<file path="config.mk">
export PLATFORM = sky130hd
export DESIGN_NAME = asel_top
export DESIGN_NICKNAME = d
export VERILOG_FILES = /design/src/hw/asel_pkg.sv /design/src/hw/asel_conv_seq.sv /design/src/hw/asel_top.sv
export SDC_FILE = /design/constraint.sdc
export NUM_CORES = 1
export LEC_CHECK = 0
export CORE_MARGIN = 2
export CORE_UTILIZATION = 53
export DETAILED_ROUTE_END_ITERATION = 6
export DONT_BUFFER_PORTS = 1
export PLACE_DENSITY = 0.65
export SYNTH_ARGS = -nofsm -noshare
export SYNTH_HDL_FRONTEND = slang
export SYNTH_SLANG_ARGS = --single-unit
</file>
<file path="constraint.sdc">
create_clock -name clk_sys -period 2.8 [get_ports clk_sys]
set_clock_uncertainty 0.1 [all_clocks]
set_input_delay 0.42 -clock clk_sys [delete_from_list [all_inputs] [get_ports clk_sys]]
set_output_delay 0.42 -clock clk_sys [all_outputs]
set_load 0.02 [all_outputs]
</file>
<file path="src/hw/asel_pkg.sv">
// Purpose: Shared constants and carriers for the conversion start selector.
// Assumes: Byte offsets on the option slot are relative to the slot base.
// Notes:   Result words are signed two's complement, one per analog input.
package asel_pkg;

  // ----------------------------------------------------------------
  // Option slot write map
  // ----------------------------------------------------------------
  localparam int          ADDR_W         = 5;
  localparam logic [4:0]  OFS_START      = 5'h00;
  localparam logic [4:0]  OFS_INIT       = 5'h0C;
  localparam logic [15:0] INIT_RESET     = 16'h0000;

  // ----------------------------------------------------------------
  // Initialization word fields
  // ----------------------------------------------------------------
  localparam int          BIT_ROUTE_LO   = 8;
  localparam int          BIT_ROUTE_HI   = 9;
  localparam int          BIT_EN_A       = 10;
  localparam int          BIT_EN_B       = 11;
  localparam int          BIT_START_MODE = 14;

  // ----------------------------------------------------------------
  // Converter shape
  // ----------------------------------------------------------------
  localparam int          NUM_CH         = 4;
  localparam int          RES_W          = 12;

  typedef struct packed {
    logic              stb;
    logic [ADDR_W-1:0] addr;
    logic [15:0]       data;
  } asel_wr_s;

  typedef struct packed {
    logic [NUM_CH-1:0][RES_W-1:0] ch;
  } asel_result_s;

endpackage

</file>
<file path="src/hw/asel_conv_seq.sv">
// Purpose: Runs one simultaneous conversion of all inputs per start request.
// Assumes: The converter answers every start with exactly one done pulse.
// Notes:   Start requests that arrive while a conversion runs are dropped.
module asel_conv_seq #(
  parameter int CH_NUM = 4
) (
  input  wire logic                  clk_sys,
  input  wire logic                  resetn,
  input  wire logic                  startReq,
  output logic                       convStart,
  input  wire logic                  convDone,
  input  wire asel_pkg::asel_result_s convData,
  output asel_pkg::asel_result_s     results,
  output logic                       eocPulse,
  output logic                       busy
);
  import asel_pkg::*;

  typedef enum logic [0:0] {ASEL_IDLE, ASEL_WAIT} asel_state_e;

  if (CH_NUM != NUM_CH) begin : g_chk
    $error("CH_NUM must match the packed result width");
  end

  asel_state_e  state_q,    state_d;
  logic         startQ,     startD;
  logic         eocQ,       eocD;
  asel_result_s resultsQ,   resultsD;

  // ----------------------------------------------------------------
  // Sequencer
  // ----------------------------------------------------------------
  always_comb begin
    state_d  = state_q;
    startD   = 1'b0;
    eocD     = 1'b0;
    resultsD = resultsQ;
    case (state_q)
      ASEL_IDLE: begin
        // all channels together
        if (startReq) begin
          startD  = 1'b1;
          state_d = ASEL_WAIT;
        end
      end
      ASEL_WAIT: begin
        // latch and flag in the same cycle
        if (convDone) begin
          resultsD = convData;
          eocD     = 1'b1;
          state_d  = ASEL_IDLE;
        end
      end
      default: state_d = ASEL_IDLE;
    endcase
  end

  always_ff @(posedge clk_sys or negedge resetn) begin
    if (!resetn) begin
      state_q  <= ASEL_IDLE;
      startQ   <= 1'b0;
      eocQ     <= 1'b0;
      resultsQ <= '0;
    end else begin
      state_q  <= state_d;
      startQ   <= startD;
      eocQ     <= eocD;
      resultsQ <= resultsD;
    end
  end

  assign convStart = startQ;
  assign eocPulse  = eocQ;
  assign results   = resultsQ;
  assign busy      = (state_q != ASEL_IDLE);

  // ----------------------------------------------------------------
  // Checks
  // ----------------------------------------------------------------
  property p_eoc_results;
    @(posedge clk_sys) disable iff (!resetn)
    $rose(eocQ) |-> resultsQ == $past(convData) && $past(convDone);
  endproperty
  a_eoc_results: assert property (p_eoc_results)
    else $error("Results not updated with end of conversion");

  property p_one_start;
    @(posedge clk_sys) disable iff (!resetn)
    startQ |=> !startQ until_with eocQ;
  endproperty
  a_one_start: assert property (p_one_start)
    else $error("Second start issued during a conversion");

  property p_start_cause;
    @(posedge clk_sys) disable iff (!resetn)
    startQ |-> $past(startReq) && $past(state_q == ASEL_IDLE);
  endproperty
  a_start_cause: assert property (p_start_cause)
    else $error("Start issued without an accepted request");

  c_full_conv: cover property (@(posedge clk_sys) disable iff (!resetn)
    startQ ##[1:20] eocQ);

endmodule

</file>
<file path="src/hw/asel_top.sv">
// Purpose: Selects the conversion start source and routes the completion event.
// Assumes: Slot writes and converter signals share clk_sys; trigger and slot
//          strap are pins and are synchronised here.
// Notes:   The initialization word is write only on the slot; its start mode
//          is mirrored on startMode for observation.
//
// Behaviour
// Init bit 14 picks start source.
// Cyclic mode starts on each trigger pulse; the code drops pulses that arrive while a conversion runs.
// Host drives trigger the same for both slots.
// Host may route various signals onto trigger.
// Write mode starts on start-register write.
// Init bit 15 changes nothing.
// Host example value 0x0400 conflicts with bit 14.
// Each start converts four inputs together.
// Bits 8-9 route completion to a line; the code routes by bit 9 and the slot strap only.
// Bits 10-11 enable lines; disabled never asserts.
// Results update together before completion flag.
module asel_top (
  input  wire logic                   clk_sys,
  input  wire logic                   resetn,
  input  wire asel_pkg::asel_wr_s     slotWr,
  input  wire logic                   slotSecond,
  input  wire logic                   trigTwo,
  output logic                        convStart,
  input  wire logic                   convDone,
  input  wire asel_pkg::asel_result_s convData,
  output asel_pkg::asel_result_s      results,
  output logic                        first_interrupt_line,
  output logic                        second_interrupt_line,
  output logic                        startMode,
  output logic                        convBusy
);
  import asel_pkg::*;

  logic [15:0] initQ,     initD;
  logic [2:0]  trigSyncQ, trigSyncD;
  logic [1:0]  slotSyncQ, slotSyncD;
  logic        irqAQ,     irqAD;
  logic        irqBQ,     irqBD;
  logic        trigRise;
  logic        wrStart;
  logic        startReq;
  logic        eoc;
  logic        routeSwap;
  logic        enFirst;
  logic        enSecond;

  function automatic logic hitAddr(asel_wr_s w, logic [ADDR_W-1:0] ofs);
    return w.stb && (w.addr == ofs);
  endfunction

  // ----------------------------------------------------------------
  // Initialization word
  // ----------------------------------------------------------------
  // bit 15 stored, never read
  always_comb begin
    initD = initQ;
    if (hitAddr(slotWr, OFS_INIT)) begin
      initD = slotWr.data;
    end
  end

  always_ff @(posedge clk_sys or negedge resetn) begin
    if (!resetn) begin
      initQ <= INIT_RESET;
    end else begin
      initQ <= initD;
    end
  end

  // ----------------------------------------------------------------
  // Pin synchronisers
  // ----------------------------------------------------------------
  always_comb begin
    trigSyncD = {trigSyncQ[1:0], trigTwo};
    slotSyncD = {slotSyncQ[0], slotSecond};
  end

  always_ff @(posedge clk_sys or negedge resetn) begin
    if (!resetn) begin
      trigSyncQ <= '0;
      slotSyncQ <= '0;
    end else begin
      trigSyncQ <= trigSyncD;
      slotSyncQ <= slotSyncD;
    end
  end

  // Edge taken between the second and third stage, never the first.
  assign trigRise = trigSyncQ[1] && !trigSyncQ[2];

  // ----------------------------------------------------------------
  // Start source selection
  // ----------------------------------------------------------------
  // mode from bit 14
  assign startMode = initQ[BIT_START_MODE];
  // data of write ignored
  assign wrStart   = hitAddr(slotWr, OFS_START);
  // cyclic trigger pulses
  assign startReq  = startMode ? wrStart : trigRise;

  // one sequencer for all
  asel_conv_seq #(
    .CH_NUM    (NUM_CH)
  ) u_seq (
    .clk_sys   (clk_sys),
    .resetn    (resetn),
    .startReq  (startReq),
    .convStart (convStart),
    .convDone  (convDone),
    .convData  (convData),
    .results   (results),
    .eocPulse  (eoc),
    .busy      (convBusy)
  );

  // ----------------------------------------------------------------
  // Completion routing
  // ----------------------------------------------------------------
  // route by bit 9 and slot
  assign routeSwap = initQ[BIT_ROUTE_HI] ^ slotSyncQ[1];
  // enables follow slot position
  assign enFirst   = slotSyncQ[1] ? initQ[BIT_EN_B] : initQ[BIT_EN_A];
  assign enSecond  = slotSyncQ[1] ? initQ[BIT_EN_A] : initQ[BIT_EN_B];

  always_comb begin
    irqAD = eoc && !routeSwap && enFirst;
    irqBD = eoc &&  routeSwap && enSecond;
  end

  always_ff @(posedge clk_sys or negedge resetn) begin
    if (!resetn) begin
      irqAQ <= 1'b0;
      irqBQ <= 1'b0;
    end else begin
      irqAQ <= irqAD;
      irqBQ <= irqBD;
    end
  end

  assign first_interrupt_line  = irqAQ;
  assign second_interrupt_line = irqBQ;

  // ----------------------------------------------------------------
  // Checks
  // ----------------------------------------------------------------
  property p_mode_load;
    @(posedge clk_sys) disable iff (!resetn)
    hitAddr(slotWr, OFS_INIT) |=> startMode == $past(slotWr.data[BIT_START_MODE]);
  endproperty
  a_mode_load: assert property (p_mode_load)
    else $error("Start mode not taken from bit 14");

  property p_cyc_start;
    @(posedge clk_sys) disable iff (!resetn)
    !startMode && trigRise && !convBusy |=> convStart;
  endproperty
  a_cyc_start: assert property (p_cyc_start)
    else $error("Trigger pulse did not start a conversion");

  property p_wr_start;
    @(posedge clk_sys) disable iff (!resetn)
    startMode && wrStart && !convBusy |=> convStart;
  endproperty
  a_wr_start: assert property (p_wr_start)
    else $error("Start write did not start a conversion");

  property p_no_spurious;
    @(posedge clk_sys) disable iff (!resetn)
    convStart |-> $past(startMode ? wrStart : trigRise);
  endproperty
  a_no_spurious: assert property (p_no_spurious)
    else $error("Conversion started by the unselected source");

  property p_msb_ignored;
    @(posedge clk_sys) disable iff (!resetn)
    hitAddr(slotWr, OFS_INIT) && $stable(slotWr.data[14:0])
      && slotWr.data[14:0] == initQ[14:0] |=> $stable(startMode) && $stable(initQ[14:0]);
  endproperty
  a_msb_ignored: assert property (p_msb_ignored)
    else $error("Bit 15 changed behaviour");

  property p_route;
    @(posedge clk_sys) disable iff (!resetn)
    eoc ##1 $past(enFirst && !routeSwap) |-> first_interrupt_line && !second_interrupt_line;
  endproperty
  a_route: assert property (p_route)
    else $error("Completion not routed to the selected line");

  // Bit 8 is left out of routing on purpose; only bit 9 and the slot strap steer the event.
  property p_route_second;
    @(posedge clk_sys) disable iff (!resetn)
    eoc ##1 $past(enSecond && routeSwap) |-> second_interrupt_line && !first_interrupt_line;
  endproperty
  a_route_second: assert property (p_route_second)
    else $error("Completion not routed to the second line");

  property p_trig_masked;
    @(posedge clk_sys) disable iff (!resetn)
    startMode && !wrStart |=> !convStart;
  endproperty
  a_trig_masked: assert property (p_trig_masked)
    else $error("Conversion started in write mode without a start write");

  property p_disabled;
    @(posedge clk_sys) disable iff (!resetn)
    (first_interrupt_line |-> $past(enFirst)) and (second_interrupt_line |-> $past(enSecond));
  endproperty
  a_disabled: assert property (p_disabled)
    else $error("Disabled interrupt line asserted");

  property p_irq_after_res;
    @(posedge clk_sys) disable iff (!resetn)
    (first_interrupt_line || second_interrupt_line) |-> $past(eoc) && $stable(results);
  endproperty
  a_irq_after_res: assert property (p_irq_after_res)
    else $error("Interrupt raised without fresh results");

  c_cyclic: cover property (@(posedge clk_sys) disable iff (!resetn)
    !startMode && trigRise ##1 convStart ##[1:20] first_interrupt_line);
  c_write: cover property (@(posedge clk_sys) disable iff (!resetn)
    startMode && wrStart ##1 convStart ##[1:20] second_interrupt_line);
  c_slot2: cover property (@(posedge clk_sys) disable iff (!resetn)
    slotSyncQ[1] && eoc);

endmodule

</file>
# After elaboration in Yosys (flattened, before gate mapping)
# Index checks and enable logic that the tools add are counted.
# word_totals
register_bits	73
in_bits	75
output_inout_bits	53
elab_cells	35
# op_classes
n_eq_ne	1
n_mux	9
bitwise	2
n_reduce_logical	11
# op_table
operator	n
two-way mux 1 bit	8
logical AND 1 bit	7
== test 5 x 4 -> 1 bit (second input constant)	1
zero test 5 bit	1
zero test 1 bit	2
one-hot mux 1 bit (2 select lines)	1
AND reduction 2 bit	1
NOT 1 bit	1
XOR 1 bit	1

# Depth between registers and ports, before layout
# Gate-level depths: netlist of the first run.
# depth
ltp_word	5
depth_mapped	4
depth_no_buf	3

# Cells and area by module
# From an unflattened synthesis of the first run, not the netlist that was laid out.
# hier_totals
hier_cells	138
hier_area_um2	2346.0
# by_module_without_submodules
module	instances	cells_each	area_per_inst_um2	seq_area_each_um2
asel_conv_seq	1	109	1915.6	1276.2
asel_top	1	29	430.4	275.3

# Worst setup path after synthesis of the first run
# Ideal clock, no wire load.
# synth_path
path_type	in2reg
startpoint	input port slotWr[20] in the netlist's numbering
endpoint	register initQ[10]
setup_time_ns	0.125
t_arrival_ns	1.279
required_ns	2.575
slack_ns	1.296
cell_stages	4
path_buffers	1
cell_sequence	nor4b_2 and3_1 buf_6 mux2_4
# synth_between
elab_chain_len	2
# synth_rtl
element	line_no	rtl
start, declared	asel_top.sv:22	input wire asel_pkg::asel_wr_s slotWr,
== test 5 x 4 -> 1 bit	asel_top.sv:50	return w.stb && (w.addr == ofs);
logical AND 1 bit	asel_top.sv:50	
end signal, assigned	asel_top.sv:68	initQ <= initD;
end, declared	asel_top.sv:36	logic [15:0] initQ, initD;
# Every way passes these cells.
# A chain may end at the register's enable or synchronous reset.

# Worst setup path in the final report of the first run
# layout_path
startpoint	register u_seq.state_q, in the netlist u_seq.busy
endpoint	register u_seq.resultsQ, in the netlist u_seq.results[12]
# layout_between
elab_chain_len	1
# layout_rtl
element	line_no	rtl
start, declared	asel_conv_seq.sv:25	asel_state_e state_q, state_d;
start signal, assigned	asel_conv_seq.sv:65	state_q <= state_d;
AND reduction 2 bit (no line)	n/a	
end signal, assigned	asel_conv_seq.sv:68	resultsQ <= resultsD;
end, declared	asel_conv_seq.sv:28	asel_result_s resultsQ, resultsD;
# Every way passes these cells.

==> run summary, run 1 <==
first-pass GRT wire length = 6210 um
clk slew on worst S/H paths = 0.06 ns
gpl congestion = 0.707
clock sink count = 62
CP Depth = 3
worst skew pair latency = 0.31 ns
CTS tree = built
Syn. warnings = 0
Synth area leader = dfrtp_1
top post-synthesis cells by area = dfrtp_1 (67%), mux2_2 (21%), buf_6 (2.9%)
nets = 219
CTS root buffer = clkbuf_8
number of cell rows = 24
actual slew at the worst max-slew pin = 0.519 ns
Critical Path Fanout Max = 29
FF-to-FF path depth = 3
final setup vio count = 0
drt pass-1 iters = 4
Async S/R FF share, synth = 1.00
Detail Placement HPWL = 2640 um
total gr overflow = 0
violation count after the first detailed-route iteration = 16
post-synth top area share = 0.668
EDFF count, synth = 0
Critical Path End Type = flip-flop
fraction of layout cells with a size suffix above 1 = 0.439
number of library cell types mapped by synthesis = 19
final hold violations = 0
GR Util All Layers = 0.166
Syn Nets = 212
Cell Chain, Critical Path = and2_2, buf_12, mux2_2
setup TNS = 0 ns
CP startpoint = u_seq.busy
status = completed
maximum clock rate = 525 MHz
ant diodes = 0
crit path launch type = flip-flop
largest net degree at the start of global routing = 63
max cap viols = 0
post-synthesis average cell area = 17.0 um^2
Rel. slew slack = 0.654
CP top delay family = simple AND/OR/NAND/NOR gates
total power draw = 3.20 mW
r2r startpoint = u_seq.busy
mapped cell area = 2320 um^2
Routed Antenna Nets = 0
top cells by count, synth = dfrtp_1 (62), mux2_2 (44), buf_6 (6), mux2_1 (4), mux2_4 (4)
RSZ-0062 raised after global routing = false
RR Endpoint = u_seq.results[12]
fin crit share = 0.681
final setup margin = 0.894 ns
DR vias = 1128
IO buf count = 0
Vias/cell = 5.64
post-synthesis sequential area ratio = 0.668
Max Slew Vio Count = 0
I/O pins = 128
Cell Pwr Density = 1250 nW/um^2
Leak = 1.10 nW
Post-synth top flop = dfrtp_1
Yosys reg bits = 62
initial core utilization = 0.541
required time of the worst setup path = 2.90 ns
CP max stage delay = 0.55 ns
worst slack, placed = 0.878 ns
Num CTS Buffers = 9
Die X = 70.2 um
drt total wl = 3760 um
WS Path Type = reg2reg
Clock Path Buffers = 2
FF-to-FF setup slack = 0.89 ns
DR WL/cell = 18.8 um
VDD IR-drop max = 0.696 mV
Mapped Cells = 137
end of the critical path = u_seq.results[12]
minimum clock period = 1.91 ns
vias in the first global route = 1337
top-count cell post-synth = dfrtp_1
Hold Path Class = in2reg
DR DRC count = 0
worst path bufs/invs = 1
die area = 4930 um^2
Worst EP arrival = 2.00 ns
slowest CP cell = and2_2
initial antenna violation count = 0
H-Tree Level Count = 3
core box area = 4290 um^2
Die H = 70.2 um
Area growth, synth to finish = 10.2%
-- per-stage QoR --
step           cell area, um^2  hold slack, ns   util  std cells
2_1_floorplan             2320          0.0244      -        137
3_3_place_gp              2340          0.0257  0.544        183
3_5_place_dp              2340          0.0256  0.544        183
4_1_cts                   2560          0.0132  0.596        200
5_1_grt                   2560         0.00229  0.596        200
6_report                  2560          0.0349  0.596        200
-- cell type report --
type / count / area [um^2]
flip-flops and latches: 62 / 1550
repair buffers: 3 / 57.6
clock buffers: 15 / 186
well taps: 52 / 65.1
inverters: 1 / 3.75
multi-input cells: 67 / 697
fillers: 317 / 1730
-- worst reg2reg max path, cell delays in order, from the launching register on --
cell	delay [ns]
dfrtp_1	0.51
and2_2	0.55
buf_12	0.26
mux2_2	0.37
-- logic make-up after synthesis --
| kind of cell | synth area share |
|---|---|
| buffers and inverters | 0.0328 |
| flip-flops | 0.668 |
| multiplexers | 0.258 |
| AO/OA/AOI/OAI | 0.0108 |
| AND/OR/NAND/NOR | 0.0302 |
-- metal layers --
layer  routed length, um  vias to the layer above  global-route usage
met3                 381                        4              0.0866
met2                1990                       67               0.277
met5                   0                        -                   0
li1                    -                      487                   -
met1                1350                      570               0.165
met4                  35                        0              0.0919
-- worst min-delay path by stage --
stage / start / endpoint / slack (ns) / cells past startpoint
after global placement: resetn / initQ[10] / 0.03 / 0
after detailed placement: resetn / initQ[9] / 0.03 / 0
final: trigTwo / trigSyncQ[0] / 0.03 / 0
after CTS: trigTwo / trigSyncQ[0] / 0.01 / 0
after floorplan: resetn / first_interrupt_line / 0.02 / 0
after global routing: slotSecond / slotSyncQ[0] / 0.002 / 0
-- flip-flops by register name (all words and copies together) (netlist names) --
name and count:
first_interrupt_line 1, initQ 4, second_interrupt_line 1, slotSyncQ 2
trigSyncQ 3, u_seq.busy 1, u_seq.convStart 1, u_seq.eocPulse 1
u_seq.results 48
-- power by group --
| group | total, mW | switching, mW | internal (mW) |
|---|---|---|---|
| registers | 2.00 | 0.726 | 1.28 |
| clock network | 0.696 | 0.282 | 0.414 |
| logic | 0.503 | 0.170 | 0.333 |
-- cell usage in the layout (no fill, tap or decap) --
cell type and n:
a21oi_1 1, a31oi_1 1, a32oi_1 1, and2_1 1
and2_2 1, and3_1 1, buf_12 1, buf_16 1
clkbuf_1 2, clkbuf_8 13, dfrtp_1 62, dlygate4sd3_1 1
inv_1 1, mux2_1 4, mux2_2 44, mux2_4 4
nand2_1 1, nand3b_1 1, nor2_1 3, nor2b_1 1
nor3b_1 1, nor4b_2 1, o21ai_0 1
-- repair_timing --
| action | in CTS | in global routing |
|---|---|---|
| buffers inserted | 0 | 0 |
| hold buffers | 2 | 0 |
| gates resized for setup | 0 | 0 |
| endpoints found under the hold margin | 62 | 0 |
No activity file was read; power rests on OpenSTA's default activity.
==> run 2: changes to the inputs <==
--- a/config.mk
+++ b/config.mk
@@ -5,11 +5,12 @@
 export SDC_FILE = /design/constraint.sdc
 export NUM_CORES = 1
 export LEC_CHECK = 0
+export ABC_AREA = 1
 export CORE_MARGIN = 2
 export CORE_UTILIZATION = 53
 export DETAILED_ROUTE_END_ITERATION = 6
 export DONT_BUFFER_PORTS = 1
-export PLACE_DENSITY = 0.65
+export PLACE_DENSITY = 0.68
 export SYNTH_ARGS = -nofsm -noshare
 export SYNTH_HDL_FRONTEND = slang
 export SYNTH_SLANG_ARGS = --single-unit
==> constraint.sdc (replaced) <==
create_clock -name clk_sys -period 1.7 [get_ports clk_sys]
set_clock_uncertainty 0.1 [all_clocks]
set_input_delay 0.255 -clock clk_sys [delete_from_list [all_inputs] [get_ports clk_sys]]
set_output_delay 0.255 -clock clk_sys [all_outputs]
set_load 0.02 [all_outputs]
==> run 2 against run 1 <==
  * The run now ends with negative hold slack left
  * Synthesized area rose by 1.3%
  * Power rose by 33%
  * Largest cell class unchanged
  * Fmax rose by 39%
  * Die area rose by 1.2%
  * Synthesized cell count rose by 91%
  * Flip-flop and latch count did not move
  * First-iteration DRC count rose to 6.3 times the previous value
  * Utilization rose by 13 points
  * Largest power group unchanged
  * Sequential power rose by 23%
  * Register-to-register slack got worse by 0.57 ns
  * Routed wire length rose by 44%
  * Cell area rose by 22%
==> run summary, run 2 <==
Cell Chain, Critical Path = nand2_1, inv_2, buf_4, nand2_1, nand2_1 (was and2_2, buf_12, mux2_2)
sequential power share = 0.579 (was 0.625)
wl on met1 = 2050 um (was 1350 um)
FF-to-FF setup slack = 0.33 ns (was 0.89 ns)
most frequent cells in the layout = nand2_1 (164), dfrtp_1 (62), dlygate4sd3_1 (54) (was dfrtp_1 (62), mux2_2 (44), clkbuf_8 (13))
status = finished, violations left (was completed)
mapped cell area = 2350 um^2 (was 2320 um^2)
max cap viols = 0 (unchanged)
Syn Nets = 337 (was 212)
post-synthesis sequential area ratio = 0.659 (was 0.668)
fillcell total = 310 (was 317)
post-synthesis average cell area = 8.98 um^2 (was 17.0 um^2)
Critical Path Fanout Max = 32 (was 29)
main combinational cell family by area after synthesis = simple AND/OR/NAND/NOR gates (was multiplexers)
total power draw = 4.27 mW (was 3.20 mW)
CP startpoint = u_seq.busy (unchanged)
Async S/R FF share, synth = 1.00 (unchanged)
DR vias = 1868 (was 1128)
combinational share of power = 0.123 (was 0.157)
gpl congestion = 0.773 (was 0.707)
nets = 396 (was 219)
fraction of layout cells with a size suffix above 1 = 0.0613 (was 0.439)
ant diodes = 0 (unchanged)
CP top delay family = flip-flops (was simple AND/OR/NAND/NOR gates)
largest net degree at the start of global routing = 63 (unchanged)
DR DRC count = 0 (unchanged)
WL met3 = 399 um (was 381 um)
GR Util All Layers = 0.229 (was 0.166)
Worst EP arrival = 1.53 ns (was 2.00 ns)
Die X = 70.6 um (was 70.2 um)
cts repair resizes = 0 (unchanged)
Area growth, synth to finish = 32.6% (was 10.2%)
FF-to-FF path depth = 5 (was 3)
final hold violations = 62 (was 0)
Post-Synth Simple-Gate Area = 0.289 (was 0.0302)
CP Depth = 5 (was 3)
first-pass GRT wire length = 8810 um (was 6210 um)
Routed Antenna Nets = 0 (unchanged)
CTS tree = built (unchanged)
Post-synth top flop = dfrtp_1 (unchanged)
Cell Pwr Density = 1370 nW/um^2 (was 1250 nW/um^2)
Hold WS = -0.472 ns (was 0.0349 ns)
CP max stage delay = 0.49 ns (was 0.55 ns)
clk slew on worst S/H paths = 0.07 ns (was 0.06 ns)
max reg flops = 48 (unchanged)
crit path launch type = flip-flop (unchanged)
top cells by count, synth = nand2_1 (164), dfrtp_1 (62), inv_1 (9), nor2_1 (7), buf_2 (5) (was dfrtp_1 (62), mux2_2 (44), buf_6 (6), mux2_1 (4), mux2_4 (4))
xor and xnor area share after synthesis = 0.00372 (was 0)
RSZ-0062 raised after global routing = false (unchanged)
Max Slew Vio Count = 0 (unchanged)
Clock power frac = 0.298 (was 0.217)
required time of the worst setup path = 1.86 ns (was 2.90 ns)
vias in the first global route = 1969 (was 1337)
Mapped Cells = 262 (was 137)
CTS root buffer = clkbuf_8 (unchanged)
top-count cell post-synth = nand2_1 (was dfrtp_1)
Sw Ratio = 0.339 (was 0.368)
most frequent CP cell = nand2_1
H-Tree Level Count = 3 (unchanged)
Syn. warnings = 0 (unchanged)
worst skew pair latency = 0.31 ns (about the same)
EDFF count, synth = 0 (unchanged)
fin crit share = 0.808 (was 0.681)
Die H = 70.6 um (was 70.2 um)
failing checks = negative hold slack
violation count after the first detailed-route iteration = 100 (was 16)
number of library cell types mapped by synthesis = 14 (was 19)
WS Path Type = reg2reg (unchanged)
end of the critical path = u_seq.results[16] (was u_seq.results[12])
post-synthesis mux area share = 0 (was 0.258)
slowest CP cell = dfrtp_1 (was and2_2)
drt total wl = 5400 um (was 3760 um)
I/O pins = 128 (unchanged)
fraction of the mapped netlist area in compound gates = 0.00213 (was 0.0108)
Top Layer Used = met4 (unchanged)
die area = 4990 um^2 (was 4930 um^2)
r2r startpoint = u_seq.busy (unchanged)
area share of fa/ha/maj cells after synthesis = 0 (unchanged)
Vias/cell = 4.94 (was 5.64)
Switching Power = 1.45 mW (was 1.18 mW)
VDD IR-drop max = 0.906 mV (was 0.696 mV)
actual slew at the worst max-slew pin = 0.315 ns (was 0.519 ns)
# placed instances = 308 (was 183)
Hold Path Class = in2async (was in2reg)
hold_buf cts = 54 (was 2)
DR WL/cell = 14.3 um (was 18.8 um)
non-filler cells, final = 378 (was 200)
Yosys reg bits = 62 (unchanged)
post-synth top area share = 0.659 (was 0.668)
most common cell after layout, fill and taps aside = nand2_1 (was dfrtp_1)
IO buf count = 0 (unchanged)
setup bufs post-CTS = 0 (unchanged)
Clock Path Buffers = 2 (unchanged)
top post-synthesis cells by area = dfrtp_1 (66%), nand2_1 (26%), inv_1 (1.4%) (was dfrtp_1 (67%), mux2_2 (21%), buf_6 (2.9%))
initial core utilization = 0.544 (was 0.541)
clock sink count = 62 (unchanged)
number of cell rows = 24 (unchanged)
Synth area leader = dfrtp_1 (unchanged)
Num CTS Buffers = 9 (unchanged)
maximum clock rate = 728 MHz (was 525 MHz)
minimum clock period = 1.37 ns (was 1.91 ns)
Int Pwr = 2.82 mW (was 2.03 mW)
drt pass-1 iters = 4 (unchanged)
Critical Path End Type = flip-flop (unchanged)
worst path bufs/invs = 2 (was 1)
Rel. slew slack = 0.790 (was 0.654)
core box area = 4320 um^2 (was 4290 um^2)
Leak = 1.65 nW (was 1.10 nW)
total gr overflow = 0 (unchanged)
FF/Latch Area = 1550 um^2 (unchanged)
RR Endpoint = u_seq.results[16] (was u_seq.results[12])
setup TNS = 0 ns (unchanged)
Multi-input gate area = 694 um^2 (was 697 um^2)
final setup vio count = 0 (unchanged)
routed wl met2 = 2880 um (was 1990 um)
Detail Placement HPWL = 2920 um (was 2640 um)
initial antenna violation count = 0 (unchanged)
Layout Utilization = 0.722 (was 0.596)
[run 2: how the worst min path moves through the flow]
stage                       from                    end  slack, ns  depth (start not counted)
after detailed placement  resetn  second_interrupt_line      -0.14                          0
after global routing      resetn       u_seq.results[2]      -0.50                          0
after CTS                 resetn       u_seq.results[0]      -0.49                          0
after global placement    resetn  second_interrupt_line      -0.14                          0
after floorplan           resetn   first_interrupt_line      -0.14                          0
final                     resetn      u_seq.results[19]      -0.47                          0
[run 2: through the flow]
| step | setup WS (ns) | hold WS (ns) | instance area (um^2) |
|---|---|---|---|
| CTS | 0.311 | -0.490 | 3120 |
| detailed placement | 0.325 | -0.139 | 2380 |
| global placement | 0.371 | -0.139 | 2380 |
| floorplan | 0.475 | -0.141 | 2350 |
| finish | 0.326 | -0.472 | 3120 |
| global route | 0.184 | -0.501 | 3120 |
[run 2: area by class of cell]
class | instances | area share
inverter | 10 | 0.0120
multi-input combinational | 180 | 0.223
timing repair buffer | 58 | 0.183
clock inverter | 3 | 0.0136
sequential | 62 | 0.497
tap | 52 | 0.0209
clock buffer | 13 | 0.0509
[run 2: logic make-up (layout without fill, tap and decap cells)]
| family | after synthesis | after routing |
|---|---|---|
| AO/OA/AOI/OAI | 1 | 1 |
| AND/OR/NAND/NOR | 178 | 178 |
| flip-flops | 62 | 62 |
| buffers and inverters | 20 | 84 |
| XOR/XNOR | 1 | 1 |
[run 2: layer usage]
metal  track usage  up-vias
met1         0.259      874
met2         0.406       84
li1              -      902
met5             0        -
met4        0.0901        0
met3        0.0741        8
[run 2: worst register-to-register path, cell delays in order (launching register included)]
cell and delay [ns]:
dfrtp_1 0.49, nand2_1 0.15, inv_2 0.08, buf_4 0.30, nand2_1 0.12, nand2_1 0.07
[run 2: power groups by stage]
stage | clock (mW) | combinational (mW) | sequential [mW]
after floorplan | 0 | 0.354 | 2.41
after global placement | 0 | 0.384 | 2.48
after detailed placement | 0 | 0.410 | 2.48
after CTS | 1.30 | 0.507 | 2.47
after global routing | 1.37 | 0.611 | 2.51
final | 1.27 | 0.523 | 2.47
